### src/core/cpu_dma_bus_glue_regs.vh
// Constants shared by the processor to DMA controller bus glue
`ifndef CPU_DMA_BUS_GLUE_REGS_VH
`define CPU_DMA_BUS_GLUE_REGS_VH

// Wait states added to a processor write of the DMA controller
`define GLUE_WR_WAIT_STATES 1
// Wait states added to a processor read of the DMA controller
`define GLUE_RD_WAIT_STATES 0
// Width of the wait-state counter
`define GLUE_WAIT_CNT_W 2

// Bus exchange state codes
`define GLUE_ST_W 2
`define GLUE_ST_IDLE 2'h0
`define GLUE_ST_REQUEST 2'h1
`define GLUE_ST_OWNED 2'h2

// Reset values of registered controls
`define GLUE_RST_REQUEST 1'h0
`define GLUE_RST_ACK 1'h0
`define GLUE_RST_SEEN 1'h0
`define GLUE_RST_STROBE_N 1'h1
`define GLUE_RST_OE 1'h0

`endif

### src/core/cpu_dma_bus_glue.v
// Glue between a processor bus and a 16-bit DMA controller
`timescale 1ns/1ns
`include "cpu_dma_bus_glue_regs.vh"

module cpu_dma_bus_glue #(
  parameter WR_WAIT_STATES = `GLUE_WR_WAIT_STATES,
  parameter RD_WAIT_STATES = `GLUE_RD_WAIT_STATES
) (
  // Clock and reset
  input wire i_clk,
  input wire i_arst_n,
  // Processor bus cycle
  input wire i_address_strobe_n,
  input wire i_chip_select_n,
  input wire i_rw,
  input wire i_bus_error_n,
  output reg o_cycle_ack_n,
  // Processor byte strobes, two-way
  input wire i_upper_byte_strobe_n,
  input wire i_lower_byte_strobe_n,
  output wire o_upper_byte_strobe_n,
  output wire o_lower_byte_strobe_n,
  output wire o_byte_strobe_oe,
  // Processor bus exchange
  input wire i_grant_in_n,
  output reg o_cpu_bus_request_n,
  // DMA controller
  input wire i_dma_request,
  input wire i_dma_data_strobe_n,
  input wire i_byte_address_bit,
  input wire i_byte_word_select_n,
  output wire o_dma_ack,
  output reg o_strobe_to_dma_n,
  output reg o_end_of_process_n,
  // Data transceiver enables
  output reg o_receive_enable_n,
  output reg o_transmit_enable_n
);

  localparam [`GLUE_WAIT_CNT_W-1:0] WR_WAIT = WR_WAIT_STATES[`GLUE_WAIT_CNT_W-1:0];
  localparam [`GLUE_WAIT_CNT_W-1:0] RD_WAIT = RD_WAIT_STATES[`GLUE_WAIT_CNT_W-1:0];

  wire address_strobe;
  wire selected;
  wire cpu_byte_strobe;
  wire request_q;
  wire dma_owner;
  wire cpu_cycle;
  reg seen_q;
  reg [`GLUE_WAIT_CNT_W-1:0] wait_cnt_q;
  reg [`GLUE_WAIT_CNT_W-1:0] wait_cnt_d;
  wire [`GLUE_WAIT_CNT_W-1:0] wait_target;
  wire force_off;

  assign address_strobe = !i_address_strobe_n;
  assign selected = !i_chip_select_n;
  assign cpu_byte_strobe = !i_upper_byte_strobe_n || !i_lower_byte_strobe_n;
  // Request and acknowledge both high means the controller owns the bus
  assign dma_owner = i_dma_request && o_dma_ack;
  assign cpu_cycle = !o_dma_ack && selected && address_strobe && cpu_byte_strobe;

  //////////////////////////////////////////////////////////////////////////////
  // Bus exchange; only one extra master is arbitrated
  bus_exchange_fsm u_exchange (
    .i_clk(i_clk),
    .i_arst_n(i_arst_n),
    .i_dma_request(i_dma_request),
    .i_grant_in(!i_grant_in_n),
    .i_address_strobe(address_strobe),
    .o_cpu_bus_request(request_q),
    .o_dma_ack(o_dma_ack)
  );

  always @(posedge i_clk or negedge i_arst_n) begin
    if (!i_arst_n) begin
      o_cpu_bus_request_n <= !`GLUE_RST_REQUEST;
    end else begin
      // Raised before grant, held only while grant and address strobe both stand
      o_cpu_bus_request_n <= !((i_dma_request && !o_dma_ack && i_grant_in_n) ||
                               (request_q && i_dma_request && !i_grant_in_n &&
                                address_strobe));
    end
  end

  //////////////////////////////////////////////////////////////////////////////
  // Byte strobes while the controller is master
  dma_byte_strobes u_strobes (
    .i_clk(i_clk),
    .i_arst_n(i_arst_n),
    .i_dma_owner(dma_owner),
    .i_dma_data_strobe(!i_dma_data_strobe_n),
    .i_byte_address_bit(i_byte_address_bit),
    .i_word_transfer(!i_byte_word_select_n),
    .o_upper_byte_strobe_n(o_upper_byte_strobe_n),
    .o_lower_byte_strobe_n(o_lower_byte_strobe_n),
    .o_strobe_oe(o_byte_strobe_oe)
  );

  //////////////////////////////////////////////////////////////////////////////
  // Strobe-seen flag and the strobe passed to the controller
  assign force_off = dma_owner || (!i_rw && seen_q);

  always @(posedge i_clk or negedge i_arst_n) begin
    if (!i_arst_n) begin
      seen_q <= `GLUE_RST_SEEN;
      o_strobe_to_dma_n <= `GLUE_RST_STROBE_N;
    end else begin
      seen_q <= cpu_byte_strobe && !o_dma_ack;
      // A write strobe lasts one clock; the processor holds data for the next
      o_strobe_to_dma_n <= !(cpu_cycle && !force_off);
    end
  end

  //////////////////////////////////////////////////////////////////////////////
  // Cycle acknowledge with wait states counted per direction
  assign wait_target = i_rw ? RD_WAIT : WR_WAIT;

  always @* begin
    wait_cnt_d = wait_cnt_q;
    if (!cpu_cycle) begin
      wait_cnt_d = {`GLUE_WAIT_CNT_W{1'b0}};
    end else if (wait_cnt_q != wait_target) begin
      wait_cnt_d = wait_cnt_q + {{(`GLUE_WAIT_CNT_W-1){1'b0}}, 1'b1};
    end
  end

  always @(posedge i_clk or negedge i_arst_n) begin
    if (!i_arst_n) begin
      wait_cnt_q <= {`GLUE_WAIT_CNT_W{1'b0}};
      o_cycle_ack_n <= 1'h1;
    end else begin
      wait_cnt_q <= wait_cnt_d;
      // Read acks at the first edge, write one edge later
      o_cycle_ack_n <= !(cpu_cycle && (wait_cnt_q == wait_target));
    end
  end

  //////////////////////////////////////////////////////////////////////////////
  // Transceiver enables and end of process
  always @(posedge i_clk or negedge i_arst_n) begin
    if (!i_arst_n) begin
      o_receive_enable_n <= 1'h1;
      o_transmit_enable_n <= 1'h1;
      o_end_of_process_n <= 1'h1;
    end else begin
      o_receive_enable_n <= !(!o_dma_ack && selected && i_rw && cpu_byte_strobe);
      o_transmit_enable_n <= !(!o_dma_ack && selected && !i_rw);
      o_end_of_process_n <= !(dma_owner && !i_bus_error_n);
    end
  end

endmodule // cpu_dma_bus_glue

### src/core/bus_exchange_fsm.v
// Bus exchange: two-wire DMA handshake to three-wire processor handshake
`timescale 1ns/1ns
`include "cpu_dma_bus_glue_regs.vh"

module bus_exchange_fsm (
  // Clock and reset
  input wire i_clk,
  input wire i_arst_n,
  // Handshake inputs, active high
  input wire i_dma_request,
  input wire i_grant_in,
  input wire i_address_strobe,
  // Registered handshake outputs, active high
  output reg o_cpu_bus_request,
  output reg o_dma_ack
);

  localparam [`GLUE_ST_W-1:0] ST_IDLE = `GLUE_ST_IDLE;
  localparam [`GLUE_ST_W-1:0] ST_REQUEST = `GLUE_ST_REQUEST;
  localparam [`GLUE_ST_W-1:0] ST_OWNED = `GLUE_ST_OWNED;

  reg [`GLUE_ST_W-1:0] state_q;
  reg [`GLUE_ST_W-1:0] state_d;

  //////////////////////////////////////////////////////////////////////////////
  always @* begin
    state_d = state_q;
    case (state_q)
      ST_IDLE: begin
        if (i_dma_request && i_grant_in && !i_address_strobe) begin
          state_d = ST_OWNED;
        end else if (i_dma_request && !i_grant_in) begin
          state_d = ST_REQUEST;
        end
      end
      ST_REQUEST: begin
        if (!i_dma_request) begin
          state_d = ST_IDLE;
        end else if (i_grant_in && !i_address_strobe) begin
          state_d = ST_OWNED;
        end else begin
          // Held while request stands and grant waits on the strobe
          state_d = ST_REQUEST;
        end
      end
      ST_OWNED: begin
        // Acknowledge holds until the DMA request drops
        if (!i_dma_request) begin
          state_d = ST_IDLE;
        end
      end
      default: begin
        state_d = ST_IDLE;
      end
    endcase
  end

  always @(posedge i_clk or negedge i_arst_n) begin
    if (!i_arst_n) begin
      state_q <= ST_IDLE;
      o_cpu_bus_request <= `GLUE_RST_REQUEST;
      o_dma_ack <= `GLUE_RST_ACK;
    end else begin
      state_q <= state_d;
      o_cpu_bus_request <= (state_d == ST_REQUEST);
      o_dma_ack <= (state_d == ST_OWNED);
    end
  end

endmodule // bus_exchange_fsm

### src/core/dma_byte_strobes.v
// Byte strobes driven onto the processor bus while the DMA controller is master
`timescale 1ns/1ns
`include "cpu_dma_bus_glue_regs.vh"

module dma_byte_strobes (
  // Clock and reset
  input wire i_clk,
  input wire i_arst_n,
  // Ownership and DMA cycle information, active high
  input wire i_dma_owner,
  input wire i_dma_data_strobe,
  input wire i_byte_address_bit,
  input wire i_word_transfer,
  // Registered byte strobes with drive enable
  output reg o_upper_byte_strobe_n,
  output reg o_lower_byte_strobe_n,
  output reg o_strobe_oe
);

  wire upper_d;
  wire lower_d;

  assign upper_d = i_dma_data_strobe && (i_word_transfer || !i_byte_address_bit);
  assign lower_d = i_dma_data_strobe && (i_word_transfer || i_byte_address_bit);

  always @(posedge i_clk or negedge i_arst_n) begin
    if (!i_arst_n) begin
      o_upper_byte_strobe_n <= `GLUE_RST_STROBE_N;
      o_lower_byte_strobe_n <= `GLUE_RST_STROBE_N;
      o_strobe_oe <= `GLUE_RST_OE;
    end else begin
      o_strobe_oe <= i_dma_owner;
      o_upper_byte_strobe_n <= !(i_dma_owner && upper_d);
      o_lower_byte_strobe_n <= !(i_dma_owner && lower_d);
    end
  end

endmodule // dma_byte_strobes

### config.mk
export PLATFORM = sky130hd
export DESIGN_NAME = cpu_dma_bus_glue
export DESIGN_NICKNAME = d
export VERILOG_FILES = /design/src/core/cpu_dma_bus_glue.v /design/src/core/bus_exchange_fsm.v /design/src/core/dma_byte_strobes.v
export VERILOG_INCLUDE_DIRS = /design/src /design/src/core
export SDC_FILE = /design/constraint.sdc
export NUM_CORES = 1
export LEC_CHECK = 0
export ABC_CLOCK_PERIOD_IN_PS = 1450
export CELL_PAD_IN_SITES_DETAIL_PLACEMENT = 1
export CELL_PAD_IN_SITES_GLOBAL_PLACEMENT = 1
export CORE_UTILIZATION = 44
export DETAILED_ROUTE_END_ITERATION = 10
export DONT_BUFFER_PORTS = 1
export GPL_TIMING_DRIVEN = 0
export PLACE_DENSITY_LB_ADDON = 0.2
export SLEW_MARGIN = 20
export SYNTH_ARGS = -nofsm -noshare
export SYNTH_HDL_FRONTEND = slang
export SYNTH_SLANG_ARGS = --single-unit
### constraint.sdc
create_clock -name i_clk -period 1.45 [get_ports i_clk]
set_input_delay 0.0725 -clock i_clk [delete_from_list [all_inputs] [get_ports i_clk]]
set_output_delay 0.0725 -clock i_clk [all_outputs]
set_load 0.01 [all_outputs]
Word-level counts from Yosys, hierarchy flattened
Cells that the tools add are included.
{"block": "op_classes", "muxes": 9, "n_addsub": 1, "reduce_logical": 51, "n_eq_ne": 7}
{"op": "$logic_and 1x1->1", "n": 25}
{"op": "$logic_not 1->1", "n": 20}
{"op": "$mux 2", "n": 7}
{"op": "$pmux 2 s3", "n": 1}
{"op": "$logic_or 1x1->1", "n": 5}
{"op": "$eq 2x1->1 const B", "n": 2}
{"op": "$eq 2x2->1 const B", "n": 2}
{"op": "$add 2x1->2 const B", "n": 1}
{"op": "$eq 2x1->1", "n": 1}
{"op": "$logic_not 2->1", "n": 1}
{"op": "$ne 2x1->1", "n": 1}
{"op": "$ne 2x1->1 const B", "n": 1}
{"op": "$mux 1", "n": 1}
{"block": "totals", "out_inout_bits": 10, "word_cells": 82, "register_bits": 16, "inputBits": 13}

Depth between registers and ports, before layout
{"block": "logic_depth", "ltp_word": 6, "depth_mapped": 2, "mapped_depth_nobuf": 2}

Hierarchy
A second synthesis with hierarchy kept.
{"block": "unflattened", "hier_cells": 50, "area_unflattened_um2": 619.3}
{"mod": "cpu_dma_bus_glue", "cells_per_inst": 32, "instances": 1, "seq_area_each_um2": 232.7, "area_each_um2": 371.6}
{"mod": "bus_exchange_fsm", "cells_per_inst": 12, "instances": 1, "seq_area_each_um2": 100.1, "area_each_um2": 146.4}
{"mod": "dma_byte_strobes", "cells_per_inst": 6, "instances": 1, "seq_area_each_um2": 77.6, "area_each_um2": 101.3}

Worst setup path after synthesis
Ideal clock, no wire load.
{"block": "synth_path", "path_type": "flip-flop to flip-flop", "from": "register u_exchange.o_dma_ack", "to": "register o_cycle_ack_n", "t_arrival_ps": 1186, "path_slack_ps": 176, "setup_ps": 88, "stages_incl_launch_ff": 3, "period_less_slack_ps": 1274, "n_path_buf": 0, "required_ps": 1362, "cell_sequence": "dfrtp_1 a2111o_1 or3_1"}
{"block": "synth_between", "elab_chain_len": 6}
{"item": "start: declaration", "line": "bus_exchange_fsm.v:15", "source": "output reg o_dma_ack"}
{"item": "start signal: assignment", "line": "bus_exchange_fsm.v:62", "source": "o_dma_ack <= `GLUE_RST_ACK;"}
{"item": "start signal: assignment", "line": "bus_exchange_fsm.v:66", "source": "o_dma_ack <= (state_d == ST_OWNED);"}
{"item": "$logic_not 1->1", "line": "cpu_dma_bus_glue.v:60", "source": "assign cpu_cycle = !o_dma_ack && selected && address_strobe && cpu_byte_strobe;"}
{"item": "$logic_and 1x1->1 (3 in series)", "line": "cpu_dma_bus_glue.v:60"}
{"item": "$logic_and 1x1->1", "line": "cpu_dma_bus_glue.v:134", "source": "o_cycle_ack_n <= !(cpu_cycle && (wait_cnt_q == wait_target));"}
{"item": "$logic_not 1->1", "line": "cpu_dma_bus_glue.v:134"}
{"item": "end signal: assignment", "line": "cpu_dma_bus_glue.v:134"}
{"item": "end: declaration", "line": "cpu_dma_bus_glue.v:17", "source": "output reg o_cycle_ack_n,"}
No other way between the ends.
A chain may end at the register's enable or synchronous reset.

Worst setup path after layout
Ends and elaborated chain as after synthesis.

==> flow_summary_export.csv <==
group,metric,value,unit
outcome,status,"finished, violations left",
outcome,violations,"negative hold slack",
routing,ant_nets,0,
clocking,cts.sinks,16,
setup_path,reg2reg_slack,0.07,ns
placement,port_buffers,0,
finish,final_cells,79,
sta,finalCritPeriodShare,0.951,
global_routing,gr-usage-all-layers,0.241,
finish,nFillCells,139,
placement,placed_cells,62,
floorplan,rows,13,
routing,dr_total_vias,440,
sta,fin_setup_tns,0,ns
placement,hpwl,996,um
setup_path,cp.required,1.67,ns
clocking,clkSlewWorstSetupHoldPaths,0.10,ns
setup_path,r2r-start,"u_exchange.o_dma_ack$_DFF_PN0_",
global_routing,grt_antenna_before_repair,0,
global_routing,grt_pass1_vias,470,
synthesis,yosysTopAreaCellShare,0.339,
setup_path,path_class,"flop to flop",
sta,relSlewSlack,0.548,
sta,period_needed,1.38,ns
global_routing,grt_pass1_wl,2340,um
synthesis,syn_area_per_cell,13.2,um^2
sta,skew,0.00408,ns
pwr,power_leakage,0.343,nW
synthesis,synth_warnings,0,
finish,nNetsFinal,78,
sta,finalSetupViolations,0,
synthesis,synth_area,619,um^2
sta,worst_pin_slew,0.677,ns
sta,hold_ws,-0.000356,ns
clocking,cts_buffers,3,
synthesis,yosysSeqAreaShare,0.663,
floorplan,die-area,0.00156,mm^2
sta,hold_violations,1,
synthesis,synth_cell_type_count,19,
finish,mostFrequentLayoutCell,"dlygate4sd3_1",
routing,dr.pass1.iters,2,
synthesis,synth_fp_nets,60,
routing,drc,0,
routing,avgViaCountPerCell,5.57,
setup_path,cpPeakStageDelay,0.49,ns
finish,num_antenna_cells,0,
routing,drt_iter0_drc,3,
sta,slew_violations,0,
clocking,clockBufferDepth,2,
finish,area_growth,30.1,%
pwr,peakVddDrop,0.000566,V
synthesis,netlist_top_cells_area,"dfstp_2 34%, dfrtp_1 32%, nor2b_1 4.0%, o211a_1 3.2%, a211o_1 2.8%",
finish,mostFrequentLayoutCells,"13 x dlygate4sd3_1, 8 x dfstp_2, 7 x dfrtp_1",
clocking,cts-root-buf,"clkbuf_4",
setup_path,worstPathMaxFanout,8,
pwr,total_power,0.887,mW
setup_path,worstPathCellList,"a2111o_1, or3_1",
floorplan,initial_core_util,0.476,
synthesis,synth_seq_cells,16,
placement,placed_area,638,um^2
placement,dp_slack,0.0449,ns
global_routing,overflow,0,
clocking,cts_setup_buffers,0,
finish,post-route-util,0.619,
setup_path,slowest_stage,"dfrtp_2",
sta,final.setup.worst_slack,0.0715,ns
clocking,cts_tree,"done",
floorplan,die_width,39.5,um
setup_path,arrival,1.60,ns
pwr,p_per_area,1100,mW/mm^2
flow_run,cap_violations,0,
routing,wirelength,1500,um
finish,ff_latch_area,412,um^2
worst_hold_path,hp-class,"primary input to flop",
clocking,htreeDepth,1,
sta,max_freq,725,MHz
global_routing,grt_max_degree,17,
worst_hold_path,hold_start,"i_grant_in_n",
finish,multiInputGateArea,194,um^2
floorplan,core,0.00130,mm^2
clocking,insertion_delay,0.29,ns
setup_path,endpoint_kind,"flop",
routing,post_drt_wl_per_cell,19.0,um
floorplan,ios,23,
finish,fin_area,806,um^2
sta,rsz0062_at_grt,"no",
setup_path,worst_setup_path_start_kind,"flop",
placement,place_congestion,0.707,
setup_path,critPathLaunch,"u_exchange.o_dma_ack$_DFF_PN0_",
synthesis,synth_top_area_cell,"dfstp_2",
synthesis,synthCells,47,
finish,layout-drive-gt1-share,0.234,
floorplan,die_h,39.5,um
[cells in the mapped netlist (all sizes together)]
library cell  instances
a211o                 2
or3                   2
nand3b                1
nor2b                 4
o211a                 2
or2                   1
o21a                  2
nor3b                 2
nand2b                1
nand2                 2
o21ai                 1
a21oi                 2
a211oi                2
dfrtp                 8
a221o                 1
a2111o                1
dfstp                 8
inv                   4
xnor2                 1
[per-layer routing]
layer	GRT usage	vias to the layer above	share of wire
met4	0.103	0	0.019
met5	0	-	0
li1	-	200	-
met3	0.0795	4	0.048
met2	0.398	15	0.52
met1	0.280	221	0.42
[area by class of cell]
type,instances,area share
Clock buffer,4,0.0450
Inverter,4,0.0186
Multi-Input combinational cell,27,0.241
Sequential cell,16,0.511
Tap cell,15,0.0233
Timing Repair Buffer,13,0.161
[what timing repair did]
| item | CTS | global route |
|---|---|---|
| hold buffers | 13 | 0 |
| resized for setup | 0 | 1 |
| endpoints found under the hold margin | 31 | 0 |
| setup endpoints to repair | 0 | 2 |
[worst max-delay path: cells and delay by family, from the launching register on]
family,cells,cell delay [ns]
AND/OR/NAND/NOR,1,0.38
AO/OA/AOI/OAI,1,0.43
flip-flops,1,0.49
[worst paths after layout]
path,end,cells after the start
max,o_cycle_ack_n$_DFF_PN1_,2
min,u_exchange.o_dma_ack$_DFF_PN0_,2
max reg2reg,o_cycle_ack_n$_DFF_PN1_,2
min reg2reg,o_strobe_to_dma_n$_DFF_PN1_,1
max in group asynchronous,u_exchange.o_dma_ack$_DFF_PN0_,1
min in group asynchronous,u_exchange.o_cpu_bus_request$_DFF_PN0_,1
[flip-flops by register name, indices dropped and copies added (netlist names)]
name                             flops
o_receive_enable_n                   1
wait_cnt_q                           2
o_cpu_bus_request_n                  1
seen_q                               1
u_exchange.o_dma_ack                 1
u_strobes.o_upper_byte_strobe_n      1
u_strobes.o_lower_byte_strobe_n      1
o_cycle_ack_n                        1
u_strobes.o_strobe_oe                1
o_end_of_process_n                   1
o_transmit_enable_n                  1
o_strobe_to_dma_n                    1
u_exchange.state_q                   2
u_exchange.o_cpu_bus_request         1
[cells by family after synthesis]
kind of cell / after synthesis / synth area share
buf+inv: 4 / 0.0242
xor+xnor: 1 / 0.0141
flops: 16 / 0.663
compound gates: 13 / 0.170
simple gates: 13 / 0.129
[power breakdown]
part	total [mW]	leakage [nW]	switching (mW)	internal, mW
registers	0.496	0.188	0.0201	0.476
clock network	0.306	0.0210	0.152	0.153
logic	0.0846	0.135	0.0379	0.0467
Power figures use the tool's default switching activity.
